--- config.mk ---
export PLATFORM = sky130hd
export DESIGN_NAME = psm_power_saving_mode_ctrl
export DESIGN_NICKNAME = d
export VERILOG_FILES = /design/src/psm_pkg.sv /design/src/psm_power_saving_mode_ctrl.sv
export VERILOG_INCLUDE_DIRS = /design/src
export SDC_FILE = /design/constraint.sdc
export NUM_CORES = 1
export LEC_CHECK = 0
export BUFFER_PORTS_ARGS = -buffer_cell sky130_fd_sc_hd__buf_4
export CAP_MARGIN = 20
export CORE_MARGIN = 2
export CORE_UTILIZATION = 56
export CTS_CLUSTER_SIZE = 16
export DETAILED_ROUTE_END_ITERATION = 8
export GPL_TIMING_DRIVEN = 1
export HOLD_SLACK_MARGIN = 0.1
export PLACE_DENSITY_LB_ADDON = 0.25
export RECOVER_POWER = 25
export SLEW_MARGIN = 20
export SYNTH_ARGS = -nofsm -noshare
export SYNTH_HDL_FRONTEND = slang
export SYNTH_SLANG_ARGS = --single-unit
--- constraint.sdc ---
create_clock -name sys_clk_i -period 4.2 [get_ports sys_clk_i]
set_input_delay 0.84 -clock sys_clk_i [delete_from_list [all_inputs] [get_ports sys_clk_i]]
set_output_delay 0.84 -clock sys_clk_i [all_outputs]
set_load 0.05 [all_outputs]
--- src/psm_regs.svh ---
// register offsets, field positions, reset values and timing counts
`ifndef PSM_REGS_SVH
`define PSM_REGS_SVH
// ---------------------------------------------------------------
// register byte addresses
// ---------------------------------------------------------------
`define PSM_MAIN_CLOCK_CTRL_STATUS_ADDR 8'h00
`define PSM_WAKEUP_PRESCALER_ADDR       8'h04
`define PSM_WAKEUP_CTRL_STATUS_ADDR     8'h08
`define PSM_TIMER_CFG_ADDR              8'h0C
`define PSM_MODE_STATUS_ADDR            8'h10
// ---------------------------------------------------------------
// field positions
// ---------------------------------------------------------------
`define PSM_SLOW_SELECT_BIT   0
`define PSM_WAKEUP_EN_BIT     0
`define PSM_WAKEUP_MEAS_BIT   1
`define PSM_WAKEUP_FLAG_BIT   2
`define PSM_TIMEBASE1_IRQ_ENABLE_BIT         0
`define PSM_OVF1IE_BIT        1
`define PSM_CK0_BIT           2
`define PSM_CK1_BIT           3
`define PSM_WDG_HALT_OPT_BIT  4
// ---------------------------------------------------------------
// reset values and counts
// ---------------------------------------------------------------
`define PSM_PRESCALER_RST     8'hFF
`define PSM_SLOW_DIV          32
`define PSM_WAKE_FIXED_DIV    64
`define PSM_OSC_STARTUP_CYC   256
`define PSM_RC_STARTUP_CYC    4
`endif

--- src/psm_pkg.sv ---
// types shared by the power saving mode controller
package psm_pkg;
  typedef enum logic [2:0] {
    PSM_RUN, PSM_WAIT, PSM_HALT, PSM_ACTIVE_HALT, PSM_AWU_HALT, PSM_STARTUP
  } psm_state_t;
  typedef struct packed {
    logic timebase1_irq_enable;
    logic overflow1_irq_enable;
    logic timer_clock_sel_lo;
    logic timer_clock_sel_hi;
    logic watchdog_halt_option;
  } psm_timer_cfg_t;
endpackage : psm_pkg

--- src/psm_power_saving_mode_ctrl.sv ---
// power saving mode sequencer with clock gating and auto wake-up timer
//
// The AXI4-Lite slave port and the address map were decided locally.
`include "psm_regs.svh"
`timescale 1ns/1ns
`default_nettype none
// ---------------------------------------------------------------
// ---------------------------------------------------------------
module psm_power_saving_mode_ctrl #(
  parameter int OSC_STARTUP_CYC = `PSM_OSC_STARTUP_CYC,
  parameter int SLOW_DIV        = `PSM_SLOW_DIV,
  parameter int WAKE_FIXED_DIV  = `PSM_WAKE_FIXED_DIV,
  parameter int RC_STARTUP_CYC  = `PSM_RC_STARTUP_CYC
) (
  // clock and reset
  input  wire logic        sys_clk_i,
  input  wire logic        rst_i,
  // axi4-lite write address, data and response
  input  wire logic [7:0]  s_axi_awaddr_i,
  input  wire logic        s_axi_awvalid_i,
  output logic             s_axi_awready_o,
  input  wire logic [31:0] s_axi_wdata_i,
  input  wire logic [3:0]  s_axi_wstrb_i,
  input  wire logic        s_axi_wvalid_i,
  output logic             s_axi_wready_o,
  output logic [1:0]       s_axi_bresp_o,
  output logic             s_axi_bvalid_o,
  input  wire logic        s_axi_bready_i,
  // axi4-lite read
  input  wire logic [7:0]  s_axi_araddr_i,
  input  wire logic        s_axi_arvalid_i,
  output logic             s_axi_arready_o,
  output logic [31:0]      s_axi_rdata_o,
  output logic [1:0]       s_axi_rresp_o,
  output logic             s_axi_rvalid_o,
  input  wire logic        s_axi_rready_i,
  // cpu core and wake sources
  input  wire logic        wait_for_interrupt_instr_i,
  input  wire logic        halt_instr_i,
  input  wire logic        irq_pending_i,
  input  wire logic        halt_wake_irq_i,
  input  wire logic        active_halt_wake_irq_i,
  input  wire logic        watchdog_active_i,
  input  wire logic        wake_rc_clock_i,
  // clock gating and core control
  output logic             cpu_clk_en_o,
  output logic             periph_clk_en_o,
  output logic             timer_clk_en_o,
  output logic             main_osc_on_o,
  output logic             wake_rc_osc_on_o,
  output logic             clear_irq_mask_o,
  output logic             resume_o,
  output logic             fetch_reset_vector_o,
  output logic             watchdog_reset_o,
  output logic             wakeup_irq_o,
  output logic             rc_to_capture_o
);
  // ---------------------------------------------------------------
  // registers
  // ---------------------------------------------------------------
  psm_pkg::psm_state_t     state_reg;
  psm_pkg::psm_timer_cfg_t timer_cfg_reg;
  logic        slow_select_reg;
  logic        wakeup_timer_enable_reg;
  logic        wakeup_measure_reg;
  logic        wakeup_flag_reg;
  logic [7:0]  wakeup_prescaler_reg;
  logic        startup_rst_reg;
  logic [8:0]  startup_cnt_reg;
  logic [4:0]  slow_cnt_reg;
  logic        rc_sync1_reg;
  logic        rc_sync2_reg;
  logic        rc_prev_reg;
  logic [5:0]  fixed_cnt_reg;
  logic [7:0]  pre_cnt_reg;
  logic [2:0]  rc_start_cnt_reg;
  logic        awu_expire_reg;
  logic        rst_seen_reg;
  logic        aw_pend_reg;
  logic        w_pend_reg;
  logic [7:0]  aw_addr_reg;
  logic [31:0] w_data_reg;
  logic [3:0]  w_strb_reg;

  logic active_halt_en;
  logic wr_fire;
  logic rd_fire;
  logic rc_edge;
  logic slow_tick;

  assign active_halt_en = timer_cfg_reg.timebase1_irq_enable |
                          (timer_cfg_reg.overflow1_irq_enable &
                           ~timer_cfg_reg.timer_clock_sel_hi &
                           timer_cfg_reg.timer_clock_sel_lo);
  assign wr_fire = aw_pend_reg & w_pend_reg & ~s_axi_bvalid_o;
  assign rd_fire = s_axi_arvalid_i & s_axi_arready_o;
  assign rc_edge = rc_sync2_reg & ~rc_prev_reg;
  assign slow_tick = (slow_cnt_reg == 5'(SLOW_DIV - 1));

  // ---------------------------------------------------------------
  // axi write channel: address and data taken in either order
  // ---------------------------------------------------------------
  always_ff @(posedge sys_clk_i) begin
    if (rst_i) begin
      aw_pend_reg     <= 1'b0;
      w_pend_reg      <= 1'b0;
      aw_addr_reg     <= 8'h00;
      w_data_reg      <= 32'h0000_0000;
      w_strb_reg      <= 4'h0;
      s_axi_awready_o <= 1'b0;
      s_axi_wready_o  <= 1'b0;
      s_axi_bvalid_o  <= 1'b0;
      s_axi_bresp_o   <= 2'b00;
    end else begin
      s_axi_awready_o <= ~aw_pend_reg & ~s_axi_awready_o & s_axi_awvalid_i;
      s_axi_wready_o  <= ~w_pend_reg & ~s_axi_wready_o & s_axi_wvalid_i;
      if (s_axi_awvalid_i & s_axi_awready_o) begin
        aw_pend_reg <= 1'b1;
        aw_addr_reg <= s_axi_awaddr_i;
      end
      if (s_axi_wvalid_i & s_axi_wready_o) begin
        w_pend_reg <= 1'b1;
        w_data_reg <= s_axi_wdata_i;
        w_strb_reg <= s_axi_wstrb_i;
      end
      if (wr_fire) begin
        aw_pend_reg    <= 1'b0;
        w_pend_reg     <= 1'b0;
        s_axi_bvalid_o <= 1'b1;
        s_axi_bresp_o  <= (aw_addr_reg[7:2] <= 6'h04) ? 2'b00 : 2'b10;
      end else if (s_axi_bvalid_o & s_axi_bready_i) begin
        s_axi_bvalid_o <= 1'b0;
      end
    end
  end

  // ---------------------------------------------------------------
  // register writes
  // ---------------------------------------------------------------
  always_ff @(posedge sys_clk_i) begin
    if (rst_i) begin
      slow_select_reg         <= 1'b0;
      wakeup_timer_enable_reg <= 1'b0;
      wakeup_measure_reg      <= 1'b0;
      wakeup_prescaler_reg    <= `PSM_PRESCALER_RST;
      timer_cfg_reg           <= '0;
    end else if (wr_fire & w_strb_reg[0]) begin
      case (aw_addr_reg)
        `PSM_MAIN_CLOCK_CTRL_STATUS_ADDR: begin
          slow_select_reg <= w_data_reg[`PSM_SLOW_SELECT_BIT];
        end
        `PSM_WAKEUP_PRESCALER_ADDR: begin
          // zero is forbidden; a zero would wrap to the longest wake, so the old value is kept
          if (w_data_reg[7:0] != 8'h00) begin
            wakeup_prescaler_reg <= w_data_reg[7:0];
          end
        end
        `PSM_WAKEUP_CTRL_STATUS_ADDR: begin
          wakeup_timer_enable_reg <= w_data_reg[`PSM_WAKEUP_EN_BIT];
          wakeup_measure_reg      <= w_data_reg[`PSM_WAKEUP_MEAS_BIT];
        end
        `PSM_TIMER_CFG_ADDR: begin
          timer_cfg_reg.timebase1_irq_enable <= w_data_reg[`PSM_TIMEBASE1_IRQ_ENABLE_BIT];
          timer_cfg_reg.overflow1_irq_enable <= w_data_reg[`PSM_OVF1IE_BIT];
          timer_cfg_reg.timer_clock_sel_lo   <= w_data_reg[`PSM_CK0_BIT];
          timer_cfg_reg.timer_clock_sel_hi   <= w_data_reg[`PSM_CK1_BIT];
          timer_cfg_reg.watchdog_halt_option <=
            w_data_reg[`PSM_WDG_HALT_OPT_BIT];
        end
        default: begin
        end
      endcase
    end
  end

  // ---------------------------------------------------------------
  // axi read channel, one-cycle answer after the address is taken
  // ---------------------------------------------------------------
  always_ff @(posedge sys_clk_i) begin
    if (rst_i) begin
      s_axi_arready_o <= 1'b0;
      s_axi_rvalid_o  <= 1'b0;
      s_axi_rdata_o   <= 32'h0000_0000;
      s_axi_rresp_o   <= 2'b00;
    end else begin
      s_axi_arready_o <= ~s_axi_arready_o & ~s_axi_rvalid_o &
                         s_axi_arvalid_i;
      if (rd_fire) begin
        s_axi_rvalid_o <= 1'b1;
        s_axi_rresp_o  <= 2'b00;
        case (s_axi_araddr_i)
          `PSM_MAIN_CLOCK_CTRL_STATUS_ADDR:
            s_axi_rdata_o <= {31'h0, slow_select_reg};
          `PSM_WAKEUP_PRESCALER_ADDR:
            s_axi_rdata_o <= {24'h0, wakeup_prescaler_reg};
          `PSM_WAKEUP_CTRL_STATUS_ADDR:
            s_axi_rdata_o <= {29'h0, wakeup_flag_reg, wakeup_measure_reg,
                              wakeup_timer_enable_reg};
          `PSM_TIMER_CFG_ADDR:
            s_axi_rdata_o <= {27'h0, timer_cfg_reg.watchdog_halt_option,
                              timer_cfg_reg.timer_clock_sel_hi,
                              timer_cfg_reg.timer_clock_sel_lo,
                              timer_cfg_reg.overflow1_irq_enable,
                              timer_cfg_reg.timebase1_irq_enable};
          `PSM_MODE_STATUS_ADDR:
            s_axi_rdata_o <= {29'h0, state_reg};
          default: begin
            s_axi_rdata_o <= 32'h0000_0000;
            s_axi_rresp_o <= 2'b10;
          end
        endcase
      end else if (s_axi_rvalid_o & s_axi_rready_i) begin
        s_axi_rvalid_o <= 1'b0;
      end
    end
  end

  // ---------------------------------------------------------------
  // wakeup flag: set wins over the clear by read
  // ---------------------------------------------------------------
  always_ff @(posedge sys_clk_i) begin
    if (rst_i) begin
      wakeup_flag_reg <= 1'b0;
      wakeup_irq_o    <= 1'b0;
    end else if (awu_expire_reg) begin
      wakeup_flag_reg <= 1'b1;
      wakeup_irq_o    <= 1'b1;
    end else if (rd_fire &&
                 s_axi_araddr_i == `PSM_WAKEUP_CTRL_STATUS_ADDR) begin
      wakeup_flag_reg <= 1'b0;
      wakeup_irq_o    <= 1'b0;
    end
  end

  // ---------------------------------------------------------------
  // rc clock sampling and auto-wake divider chain
  // ---------------------------------------------------------------
  always_ff @(posedge sys_clk_i) begin
    if (rst_i) begin
      rc_sync1_reg <= 1'b0;
      rc_sync2_reg <= 1'b0;
      rc_prev_reg  <= 1'b0;
    end else begin
      rc_sync1_reg <= wake_rc_clock_i;
      rc_sync2_reg <= rc_sync1_reg;
      rc_prev_reg  <= rc_sync2_reg;
    end
  end

  // rc start-up, then 64 x prescaler rc periods
  always_ff @(posedge sys_clk_i) begin
    if (rst_i || state_reg != psm_pkg::PSM_AWU_HALT) begin
      fixed_cnt_reg    <= 6'h00;
      pre_cnt_reg      <= 8'h00;
      rc_start_cnt_reg <= 3'h0;
      awu_expire_reg   <= 1'b0;
    end else begin
      awu_expire_reg <= 1'b0;
      if (rc_edge) begin
        if (rc_start_cnt_reg != 3'(RC_STARTUP_CYC)) begin
          rc_start_cnt_reg <= rc_start_cnt_reg + 3'h1;
        end else if (fixed_cnt_reg != 6'(WAKE_FIXED_DIV - 1)) begin
          fixed_cnt_reg <= fixed_cnt_reg + 6'h01;
        end else begin
          fixed_cnt_reg <= 6'h00;
          if (pre_cnt_reg == wakeup_prescaler_reg - 8'h01) begin
            pre_cnt_reg    <= 8'h00;
            awu_expire_reg <= 1'b1;
          end else begin
            pre_cnt_reg <= pre_cnt_reg + 8'h01;
          end
        end
      end
    end
  end

  // slow clock divider, free running
  always_ff @(posedge sys_clk_i) begin
    if (rst_i) begin
      slow_cnt_reg <= 5'h00;
    end else begin
      slow_cnt_reg <= slow_tick ? 5'h00 : slow_cnt_reg + 5'h01;
    end
  end

  // ---------------------------------------------------------------
  // mode sequencer
  // ---------------------------------------------------------------
  always_ff @(posedge sys_clk_i) begin
    if (rst_i) begin
      state_reg        <= psm_pkg::PSM_RUN;
      startup_cnt_reg  <= 9'h000;
      startup_rst_reg  <= 1'b0;
      clear_irq_mask_o <= 1'b0;
      resume_o         <= 1'b0;
      fetch_reset_vector_o <= 1'b0;
      watchdog_reset_o <= 1'b0;
      rst_seen_reg     <= 1'b0;
    end else begin
      clear_irq_mask_o     <= 1'b0;
      resume_o             <= 1'b0;
      fetch_reset_vector_o <= 1'b0;
      watchdog_reset_o     <= 1'b0;
      rst_seen_reg         <= 1'b1;
      // vector fetch right after release; a reset out of halt gets its
      // start-up delay from the clock generator while held
      if (!rst_seen_reg) begin
        fetch_reset_vector_o <= 1'b1;
      end
      case (state_reg)
        psm_pkg::PSM_RUN: begin
          if (wait_for_interrupt_instr_i) begin
            state_reg        <= psm_pkg::PSM_WAIT;
            clear_irq_mask_o <= 1'b1;
          end else if (halt_instr_i) begin
            if (active_halt_en) begin
              state_reg        <= psm_pkg::PSM_ACTIVE_HALT;
              clear_irq_mask_o <= 1'b1;
            end else if (watchdog_active_i &&
                         !timer_cfg_reg.watchdog_halt_option) begin
              watchdog_reset_o <= 1'b1;
            end else if (wakeup_timer_enable_reg) begin
              state_reg        <= psm_pkg::PSM_AWU_HALT;
              clear_irq_mask_o <= 1'b1;
            end else begin
              state_reg        <= psm_pkg::PSM_HALT;
              clear_irq_mask_o <= 1'b1;
            end
          end
        end
        psm_pkg::PSM_WAIT: begin
          // the cpu pushes condition codes on resume
          if (irq_pending_i) begin
            state_reg <= psm_pkg::PSM_RUN;
            resume_o  <= 1'b1;
          end
        end
        psm_pkg::PSM_ACTIVE_HALT: begin
          if (active_halt_wake_irq_i || irq_pending_i) begin
            state_reg <= psm_pkg::PSM_RUN;
            resume_o  <= 1'b1;
          end
        end
        psm_pkg::PSM_HALT, psm_pkg::PSM_AWU_HALT: begin
          if (halt_wake_irq_i || awu_expire_reg) begin
            state_reg       <= psm_pkg::PSM_STARTUP;
            startup_cnt_reg <= 9'h000;
            startup_rst_reg <= 1'b0;
          end
        end
        psm_pkg::PSM_STARTUP: begin
          if (startup_cnt_reg == 9'(OSC_STARTUP_CYC - 1)) begin
            state_reg <= psm_pkg::PSM_RUN;
            resume_o  <= ~startup_rst_reg;
          end else begin
            startup_cnt_reg <= startup_cnt_reg + 9'h001;
          end
        end
        default: begin
          state_reg <= psm_pkg::PSM_RUN;
        end
      endcase
    end
  end

  // ---------------------------------------------------------------
  // clock gating outputs
  // ---------------------------------------------------------------
  always_ff @(posedge sys_clk_i) begin
    if (rst_i) begin
      cpu_clk_en_o     <= 1'b1;
      periph_clk_en_o  <= 1'b1;
      timer_clk_en_o   <= 1'b1;
      main_osc_on_o    <= 1'b1;
      wake_rc_osc_on_o <= 1'b0;
      rc_to_capture_o  <= 1'b0;
    end else begin
      cpu_clk_en_o <= state_reg == psm_pkg::PSM_RUN &&
                      (!slow_select_reg || slow_tick);
      // wait keeps peripherals on, at the slow rate in slow-wait
      periph_clk_en_o <= (state_reg == psm_pkg::PSM_RUN ||
                          state_reg == psm_pkg::PSM_WAIT) &&
                         (!slow_select_reg || slow_tick);
      timer_clk_en_o  <= state_reg == psm_pkg::PSM_RUN ||
                         state_reg == psm_pkg::PSM_WAIT ||
                         state_reg == psm_pkg::PSM_ACTIVE_HALT;
      main_osc_on_o   <= state_reg != psm_pkg::PSM_HALT &&
                         state_reg != psm_pkg::PSM_AWU_HALT;
      wake_rc_osc_on_o <= state_reg == psm_pkg::PSM_AWU_HALT ||
                          (wakeup_measure_reg &&
                           state_reg == psm_pkg::PSM_RUN);
      rc_to_capture_o <= wakeup_measure_reg &&
                         state_reg == psm_pkg::PSM_RUN;
    end
  end

endmodule : psm_power_saving_mode_ctrl
`default_nettype wire

==> results by group, run 1 <==
Power and ir drop
  – Pwr/cell area: 366 nW/um2
  – Leak: 0.00210 uW
  – Max VDD drop: 0.337 mV
  – Total power draw: 1910 uW

Logic synthesis
  – Adder-Cell Fraction of Synth Area: 2.42%
  – Multiplexer share of the synthesized area: 3.50%
  – Synth Register Bits: 100
  – Share of the synthesized area in the top cell type: 43.0%
  – Synth warn: 0
  – Post-Syn Area: 4650 um2
  – Syn_area_per_cell: 8.59 um2
  – EDFF count, synth: 0
  – Leading area contributor after synthesis: dfxtp_1
  – Seq/Total Area, Yosys: 43.0%
  – Synth Area in XOR/XNOR: 5.24%
  – Async set-or-reset flop fraction in the synthesized netlist: 0%
  – Syn Inst Count: 542
  – Most common flop cell mapped by yosys: dfxtp_1
  – Post-synth cell types: 58
  – Post-Synth Simple-Gate Area: 25.7%
  – Synth Area in Compound Gates: 12.1%
  – Largest family of logic cells by synthesized area: simple AND/OR/NAND/NOR gates
  – Top cells by area, synth: dfxtp_1, nand2_1, a21oi_1

Die
  – Die Height: 95.2 um
  – Starting Density: 57.2%
  – Io pins: 118
  – Core Rows: 33
  – Die ar.: 9050 um2
  – Die W: 95.2 um
  – Core box area: 8130 um2

Clocking
  – Clk root buf: clkbuf_8
  – Post-CTS Resized: 0
  – CTS tree: done
  – Clock slew at reported path FFs: 0.10 ns
  – Clk sinks: 100
  – Cts hold-fix bufs: 0
  – Worst-Skew Late Latency: 0.37 ns
  – Setup Fix Bufs, Post-CTS: 0
  – Max clock buf depth: 2
  – Htree depth: 3
  – Num CTS Buffers: 9

Run
  – Max-cap viol count: 0

Cells and area
  – Area growth syn-to-layout: 12.3%
  – Largest register FFs: 9
  – Core Util, Final: 64.2%
  – Layout cells sized above 1: 15.9%
  – Commonest non-fill, non-tap cell in the layout: dfxtp_1
  – N_diodes: 0
  – Most frequent cells in the layout: dfxtp_1, nand2_1, buf_4
  – Fin cells: 702
  – Nets: 667

Timing
  – Slew HR: 55.2%
  – Final period util: 53.8%
  – Sum Neg Setup Slack: 0 ns
  – Slew Viols, Final: 0
  – RSZ-0062 raised after global routing: no
  – Worst setup margin: 1.94 ns
  – Final Skew: 0.0104 ns
  – Endpoints failing setup: 0
  – Worst Max-Slew Pin Slew: 0.668 ns
  – Min Tclk post-route: 2.26 ns
  – F_max: 442 MHz
  – Final Hold Viols: 0

Min path
  – Type of the worst min-delay path: flop to flop
  – Worst Hold Path EP: fetch_reset_vector_o
  – Hold Crit Depth: 1
  – Worst Min Path Start: rst_seen_reg

Setup path
  – R2r startpoint: wakeup_prescaler_reg[0]
  – Startpoint Class: flop
  – R2r endpoint: pre_cnt_reg[3]
  – Worst Reg2Reg Path Length in Cells: 8
  – WS Path Type: flop to flop
  – CP arrival: 2.52 ns
  – Reg2reg setup slack: 1.94 ns
  – CP Max Fanout: 8
  – Required @ worst endpoint: 4.46 ns
  – Setup crit end kind: flop

Route
  – DR vias: 3733
  – Drt drc: 0
  – DR WL/cell: 13.2 um
  – Detail-routed via count per cell: 5.32
  – Initial DRC Count: 128
  – Pre-antenna DRT Iters: 4
  – DRT Wirelength: 9.26 mm
  – DRT antenna net count: 0

Global route
  – Vias in the first global route: 3528
  – Largest net degree at the start of global routing: 56
  – Total grt overflow: 0
  – Total GRT Usage: 21.6%
  – Initial antenna violation count: 0
  – First-pass GRT wire length: 15.5 mm

Status
  – Status: finished clean

Placed design
  – Buffers on Ports: 64
  – Gp weighted congestion: 0.924
  – Post-DP HPWL: 6.81 mm
  – Place WS: 1.73 ns
  – Inst Count DP: 686
[cells in the mapped netlist, types with 3 or more instances]
cell / count
nor4_1: 3
buf_4: 27
nand2b_1: 4
nor2b_1: 7
nand2_1: 74
xnor2_1: 9
inv_1: 14
and3_1: 7
ha_1: 9
dfxtp_1: 100
and2_1: 4
a31oi_1: 4
nor2_1: 47
nand4b_1: 3
nand3b_1: 4
a21oi_1: 42
nor4b_1: 4
xor2_1: 17
buf_2: 3
o21ai_0: 23
nand4_1: 12
clkbuf_1: 16
mux2i_1: 14
or3_1: 4
a21o_1: 3
nand3_1: 29
o21bai_1: 3
buf_6: 3
nor3_1: 15
[critical path: stages, from the launching register on]
cell	delay, ns
dfxtp_1	0.46
inv_1	0.12
ha_1	0.33
o21bai_1	0.21
a211o_1	0.31
a21oi_1	0.19
o211ai_2	0.17
o21bai_2	0.28
nor2_1	0.09
[layer usage]
metal | track usage (%) | wire length, um
met3 | 4.82 | 442
met2 | 39.1 | 4620
met1 | 25.8 | 4100
met5 | 0 | 0
met4 | 5.43 | 93
[worst max path at each step]
stage               cells after the start  slack [ns]                     from                  to
finish                                  8        1.94  wakeup_prescaler_reg[0]      pre_cnt_reg[3]
global route                            8        1.78  wakeup_prescaler_reg[0]      pre_cnt_reg[3]
CTS                                     8        1.92  wakeup_prescaler_reg[0]      pre_cnt_reg[3]
detailed placement                      4        1.73                    rst_i  startup_cnt_reg[1]
global placement                        4        1.75                    rst_i  startup_cnt_reg[3]
floorplan                               4        2.08        s_axi_araddr_i[1]    s_axi_rdata_o[1]
[logic make-up (layout without fill, tap and decap cells)]
group,count (synthesis),after routing
and+or+nand+nor,232,232
DFF,100,100
AOI/OAI and AO/OA,93,93
buffers and inverters,64,94
xor gates and xnor gates,27,27
muxes,16,16
adders and majority gates,9,9
other,1,26
[report_power, final]
group	leakage [uW]	internal [uW]	switching (uW)	total [uW]
registers	0.000811	984	38.5	1020
logic	0.00119	95.3	211	307
clock network	0.0000949	227	355	581
[final cells by class]
| cell class | instances | area [um2] |
|---|---|---|
| clock buffers | 9 | 124 |
| clock inverters | 7 | 60.1 |
| fillers | 716 | 2910 |
| inverters | 14 | 52.6 |
| multi-input cells | 403 | 2380 |
| flip-flops and latches | 100 | 2000 |
| well taps | 105 | 131 |
| repair buffers | 64 | 477 |
[per-stage QoR]
step                      cell area [um2]  hold WS [ns]
after floorplan                      4750         0.363
after global placement               5040         0.378
after detailed placement             5040         0.366
after CTS                            5230         0.399
after global routing                 5220         0.412
final                                5220         0.401
Note: power is estimated with default switching activity, not from simulation.
==> run 2: changes to the inputs <==
--- a/config.mk
+++ b/config.mk
@@ -9,7 +9,7 @@
 export BUFFER_PORTS_ARGS = -buffer_cell sky130_fd_sc_hd__buf_4
 export CAP_MARGIN = 20
 export CORE_MARGIN = 2
-export CORE_UTILIZATION = 56
+export CORE_UTILIZATION = 48
 export CTS_CLUSTER_SIZE = 16
 export DETAILED_ROUTE_END_ITERATION = 8
 export GPL_TIMING_DRIVEN = 1
==> constraint.sdc (replaced) <==
create_clock -name sys_clk_i -period 2 [get_ports sys_clk_i]
set_input_delay 0.4 -clock sys_clk_i [delete_from_list [all_inputs] [get_ports sys_clk_i]]
set_output_delay 0.4 -clock sys_clk_i [all_outputs]
set_load 0.05 [all_outputs]
==> run 2 against run 1 <==
Against the previous run: critical endpoint is now pre_cnt_reg[6]; largest cell class unchanged; combinational power rose by 130%; clock skew is 0.0037 ns higher; non-clock buffer count is 17 higher; largest power group unchanged.
==> results by group, run 2 (synthesis results as in run 1) <==
Route
  – DRT Wirelength: 9.43 mm
  – Pre-antenna DRT Iters: 4
  – DR vias: 3802
  – DR WL/cell: 12.7 um
  – Detail-routed via count per cell: 5.12
  – Initial DRC Count: 168
  – Drt drc: 0
  – DRT antenna net count: 0

Timing
  – Final Skew: 0.0141 ns
  – Final period util: 94.5%
  – Min Tclk post-route: 1.89 ns
  – Sum Neg Setup Slack: 0 ns
  – RSZ-0062 raised after global routing: no
  – Slew Viols, Final: 0
  – Worst Max-Slew Pin Slew: 0.941 ns
  – Endpoints failing setup: 0
  – Worst setup margin: 0.109 ns
  – Slew HR: 37.3%
  – Final Hold Viols: 0
  – F_max: 529 MHz

Cells and area
  – Most frequent cells in the layout: dfxtp_1, buf_4, nand2_1
  – Commonest non-fill, non-tap cell in the layout: dfxtp_1
  – Nets: 684
  – Largest register FFs: 9
  – N_diodes: 0
  – Layout cells sized above 1: 18.9%
  – Area growth syn-to-layout: 15.8%

Global route
  – First-pass GRT wire length: 15.7 mm
  – Initial antenna violation count: 0
  – Total GRT Usage: 18.8%
  – Largest net degree at the start of global routing: 49
  – Total grt overflow: 0
  – Vias in the first global route: 3436

Placed design
  – Place WS: 0.0931 ns
  – Gp weighted congestion: 0.849
  – Buffers on Ports: 64
  – Post-DP HPWL: 7.19 mm

Min path
  – Hold Crit Depth: 2
  – Type of the worst min-delay path: input pin to flop

Setup path
  – Delay-heaviest family, CP: compound AO/OA/AOI/OAI gates
  – CP peak stage delay: 0.34 ns
  – Number of buffers and inverters on the critical path: 1
  – Worst Reg2Reg Path Length in Cells: 8
  – CP max stage cell: dfxtp_1
  – WS Path Type: flop to flop
  – Setup crit end kind: flop
  – CP arrival: 2.14 ns
  – Stages on the worst setup path: 8
  – Required @ worst endpoint: 2.25 ns
  – CP Max Fanout: 5
  – Startpoint Class: flop
  – Ordered cell list for the critical path: inv_1 -> ha_1 -> o21bai_1 -> a211o_1 -> a21oi_1 -> o211ai_2 -> o21bai_2 -> nor2_1

Power and ir drop
  – Leak: 0.00217 uW
  – Pwr/cell area: 750 nW/um2
  – Max VDD drop: 0.473 mV

Clocking
  – CTS tree: done
  – Clock slew at reported path FFs: 0.09 ns
  – Worst-Skew Late Latency: 0.37 ns
  – Setup Fix Bufs, Post-CTS: 0
  – Htree depth: 3
  – Max clock buf depth: 2
  – Clk sinks: 100
  – Cts hold-fix bufs: 0
  – Clk root buf: clkbuf_8
  – Num CTS Buffers: 9
  – Post-CTS Resized: 0

Die
  – Die W: 102 um
  – Die ar.: 10500 um2
  – Core Rows: 35
  – Die Height: 102 um
  – Starting Density: 49.9%
  – Core box area: 9330 um2
  – Io pins: 118

Status
  – Status: finished clean

Run
  – Max-cap viol count: 0
[run 2: cell types whose count changed in the layout (fill, tap and decap cells not counted), sizes merged]
| cell | delta |
|---|---|
| clkbuf | +2 |
| buf | +15 |
| inv | -1 |
[run 2: routing by layer]
metal	global-route usage (%)	wire [um]	vias to the layer above
met5	0	0	-
met4	4.31	116	0
met3	4.92	454	10
met2	31.4	4530	81
met1	24.4	4330	1761
li1	-	-	1950
[run 2: stage by stage]
step                      power [uW]  util, %  hold slack, ns  instances  area [um2]
after floorplan                 2720        -           0.363        567        4750
after global placement          2870     55.8           0.372        727        5200
after detailed placement        2880     55.8           0.373        727        5200
after CTS                       4090     57.7           0.235        742        5390
after global routing            4230     57.8           0.229        742        5390
final                           4040     57.8           0.245        742        5390
[run 2: cell type report]
cell class                      instances  area [um2]
Timing Repair Buffer                   81         598
Inverter                               14        52.6
Clock inverter                          6        61.3
Fill cell                             853        3940
Tap cell                              129         161
Sequential cell                       100        2010
Multi-Input combinational cell        403        2390
Clock buffer                            9         124
[run 2: final timing paths]
check / to / slack (ns) / start
worst max-delay path: pre_cnt_reg[6] / 0.11 / wakeup_prescaler_reg[0]
worst min-delay path: rc_sync1_reg / 0.25 / wake_rc_clock_i
worst min register to register: fetch_reset_vector_o / 0.41 / rst_seen_reg
worst max register to register: pre_cnt_reg[6] / 0.11 / wakeup_prescaler_reg[0]
[run 2: report_power, final]
group          switching, uW  total, uW  internal (uW)  leakage, uW
clock network            733       1210            473    0.0000906
logic                    480        714            234      0.00127
registers               56.3       2120           2070     0.000813
[run 2: worst reg2reg max path, delay by kind of cell (launching register included)]
kind | cells | cell delay [ns]
buffers and inverters | 1 | 0.06
AO/OA/AOI/OAI | 5 | 1.07
AND/OR/NAND/NOR | 1 | 0.09
flip-flops | 1 | 0.34
adder cells (fa/ha/maj) | 1 | 0.25
==> run 3: changes to the inputs <==
--- a/config.mk
+++ b/config.mk
@@ -12,10 +12,12 @@
 export CORE_UTILIZATION = 48
 export CTS_CLUSTER_SIZE = 16
 export DETAILED_ROUTE_END_ITERATION = 8
+export GPL_ROUTABILITY_DRIVEN = 1
 export GPL_TIMING_DRIVEN = 1
 export HOLD_SLACK_MARGIN = 0.1
 export PLACE_DENSITY_LB_ADDON = 0.25
 export RECOVER_POWER = 25
+export REMOVE_ABC_BUFFERS = 1
 export SLEW_MARGIN = 20
 export SYNTH_ARGS = -nofsm -noshare
 export SYNTH_HDL_FRONTEND = slang
==> run 3 against run 2 <==
Against the previous run: cell area grew 0.19%; hold slack got worse by 0.020 ns; clock-buffer cell count stayed put; largest cell class unchanged; sequential share of layout area is 0.092 points lower; critical endpoint is now pre_cnt_reg[4].
==> results by group, run 3 (synthesis results as in run 1) <==
Status
  – Status: finished clean

Cells and area
  – Most frequent cells in the layout: dfxtp_1, buf_4, nand2_1
  – Layout cells sized above 1: 18.6%
  – Commonest non-fill, non-tap cell in the layout: dfxtp_1
  – N_diodes: 0
  – Core Util, Final: 57.9%
  – Area growth syn-to-layout: 16.0%
  – Largest register FFs: 9
  – Nets: 684

Timing
  – F_max: 535 MHz
  – Final Skew: 0.0167 ns
  – Endpoints failing setup: 0
  – Sum Neg Setup Slack: 0 ns
  – Final period util: 93.5%
  – Final Hold Viols: 0
  – Worst Max-Slew Pin Slew: 0.844 ns
  – Min Tclk post-route: 1.87 ns
  – RSZ-0062 raised after global routing: no
  – Slew Viols, Final: 0
  – Slew HR: 43.7%

Setup path
  – Delay-heaviest family, CP: compound AO/OA/AOI/OAI gates
  – WS Path Type: flop to flop
  – Required @ worst endpoint: 2.26 ns
  – CP arrival: 2.13 ns
  – Setup crit end kind: flop
  – CP peak stage delay: 0.34 ns
  – CP Max Fanout: 6
  – CP max stage cell: dfxtp_1
  – Number of buffers and inverters on the critical path: 1
  – Ordered cell list for the critical path: inv_1 -> ha_1 -> o21bai_1 -> a211o_1 -> a21oi_1 -> o211ai_2 -> o21bai_4 -> nor2_1
  – Startpoint Class: flop

Placed design
  – Gp weighted congestion: 0.863
  – Buffers on Ports: 64
  – Post-DP HPWL: 7.15 mm

Die
  – Die W: 102 um
  – Die Height: 102 um
  – Core Rows: 35
  – Die ar.: 10500 um2
  – Io pins: 118
  – Core box area: 9330 um2
  – Starting Density: 49.9%

Global route
  – Vias in the first global route: 3517
  – Initial antenna violation count: 0
  – First-pass GRT wire length: 15.9 mm
  – Total GRT Usage: 18.9%
  – Total grt overflow: 0
  – Largest net degree at the start of global routing: 41

Clocking
  – Max clock buf depth: 2
  – CTS tree: done
  – Clk root buf: clkbuf_8
  – Clk sinks: 100
  – Clock slew at reported path FFs: 0.11 ns
  – Cts hold-fix bufs: 0
  – Htree depth: 3
  – Num CTS Buffers: 9
  – Worst-Skew Late Latency: 0.38 ns

Route
  – Pre-antenna DRT Iters: 4
  – DRT Wirelength: 9.55 mm
  – Initial DRC Count: 143
  – DR vias: 3868
  – DRT antenna net count: 0
  – Detail-routed via count per cell: 5.21
  – DR WL/cell: 12.9 um
  – Drt drc: 0

Min path
  – Type of the worst min-delay path: input pin to flop

Power and ir drop
  – Leak: 0.00218 uW
  – Total power draw: 4080 uW
  – Pwr/cell area: 755 nW/um2
  – Max VDD drop: 0.335 mV

Run
  – Max-cap viol count: 0
## run 3: cell count changes in the layout (fill, tap and decap cells not counted), sizes merged
cell      previous run  this run
buf                 78        77
clkinvlp             1         0
clkinv               3         4
clkbuf              12        13
inv                 16        17
## run 3: what timing repair did
action                                  in CTS  in global routing
gates resized for setup                      0                  7
setup buffers                                0                  0
endpoints found under the hold margin        0                  0
endpoints found under the setup margin       0                 11
## run 3: area by class of cell
type	count	area, um2
multi-input cells	403	2390
repair buffers	81	594
fillers	869	3930
clock buffers	9	124
inverters	14	52.6
clock inverters	7	67.6
flip-flops and latches	100	2000
well taps	129	161
## run 3: per-stage QoR
| step | cell area [um2] | worst slack [ns] | hold WS (ns) | cells |
|---|---|---|---|---|
| after floorplan | 4430 | 0.103 | 0.363 | 517 |
| after global placement | 5210 | 0.116 | 0.365 | 727 |
| after detailed placement | 5210 | 0.0742 | 0.371 | 727 |
| after CTS | 5410 | 0.0391 | 0.209 | 743 |
| after global routing | 5400 | 0.00339 | 0.227 | 743 |
| final | 5400 | 0.130 | 0.226 | 743 |
## run 3: worst paths after layout
| path | from | to | slack, ns | cells after the start |
|---|---|---|---|---|
| worst max-delay path | wakeup_prescaler_reg[0] | pre_cnt_reg[4] | 0.13 | 8 |
| worst min-delay path | wait_for_interrupt_instr_i | watchdog_reset_o | 0.23 | 2 |
| worst min register to register | rst_seen_reg | fetch_reset_vector_o | 0.39 | 1 |
| worst max register to register | wakeup_prescaler_reg[0] | pre_cnt_reg[4] | 0.13 | 8 |
## run 3: power breakdown
part           total (uW)  internal, uW  switching (uW)
Sequential           2130          2070            67.3
Clock                1250           483             765
Combinational         694           227             467
Total                4080          2780            1300
## run 3: worst register-to-register path, stage by stage (launching register included)
cell and delay (ns):
dfxtp_1 0.34, inv_1 0.06, ha_1 0.27, o21bai_1 0.20
a211o_1 0.30, a21oi_1 0.16, o211ai_2 0.17, o21bai_4 0.21
nor2_1 0.07
## run 3: layer usage
metal | vias to the layer above | share of wire [%] | track usage (%) | routed length, um
met2 | 93 | 46 | 30.8 | 4360
met5 | - | 0 | 0 | 0
met1 | 1802 | 49 | 25.2 | 4630
met3 | 12 | 4.4 | 3.63 | 424
li1 | 1961 | - | - | -
met4 | 0 | 1.4 | 6.36 | 135
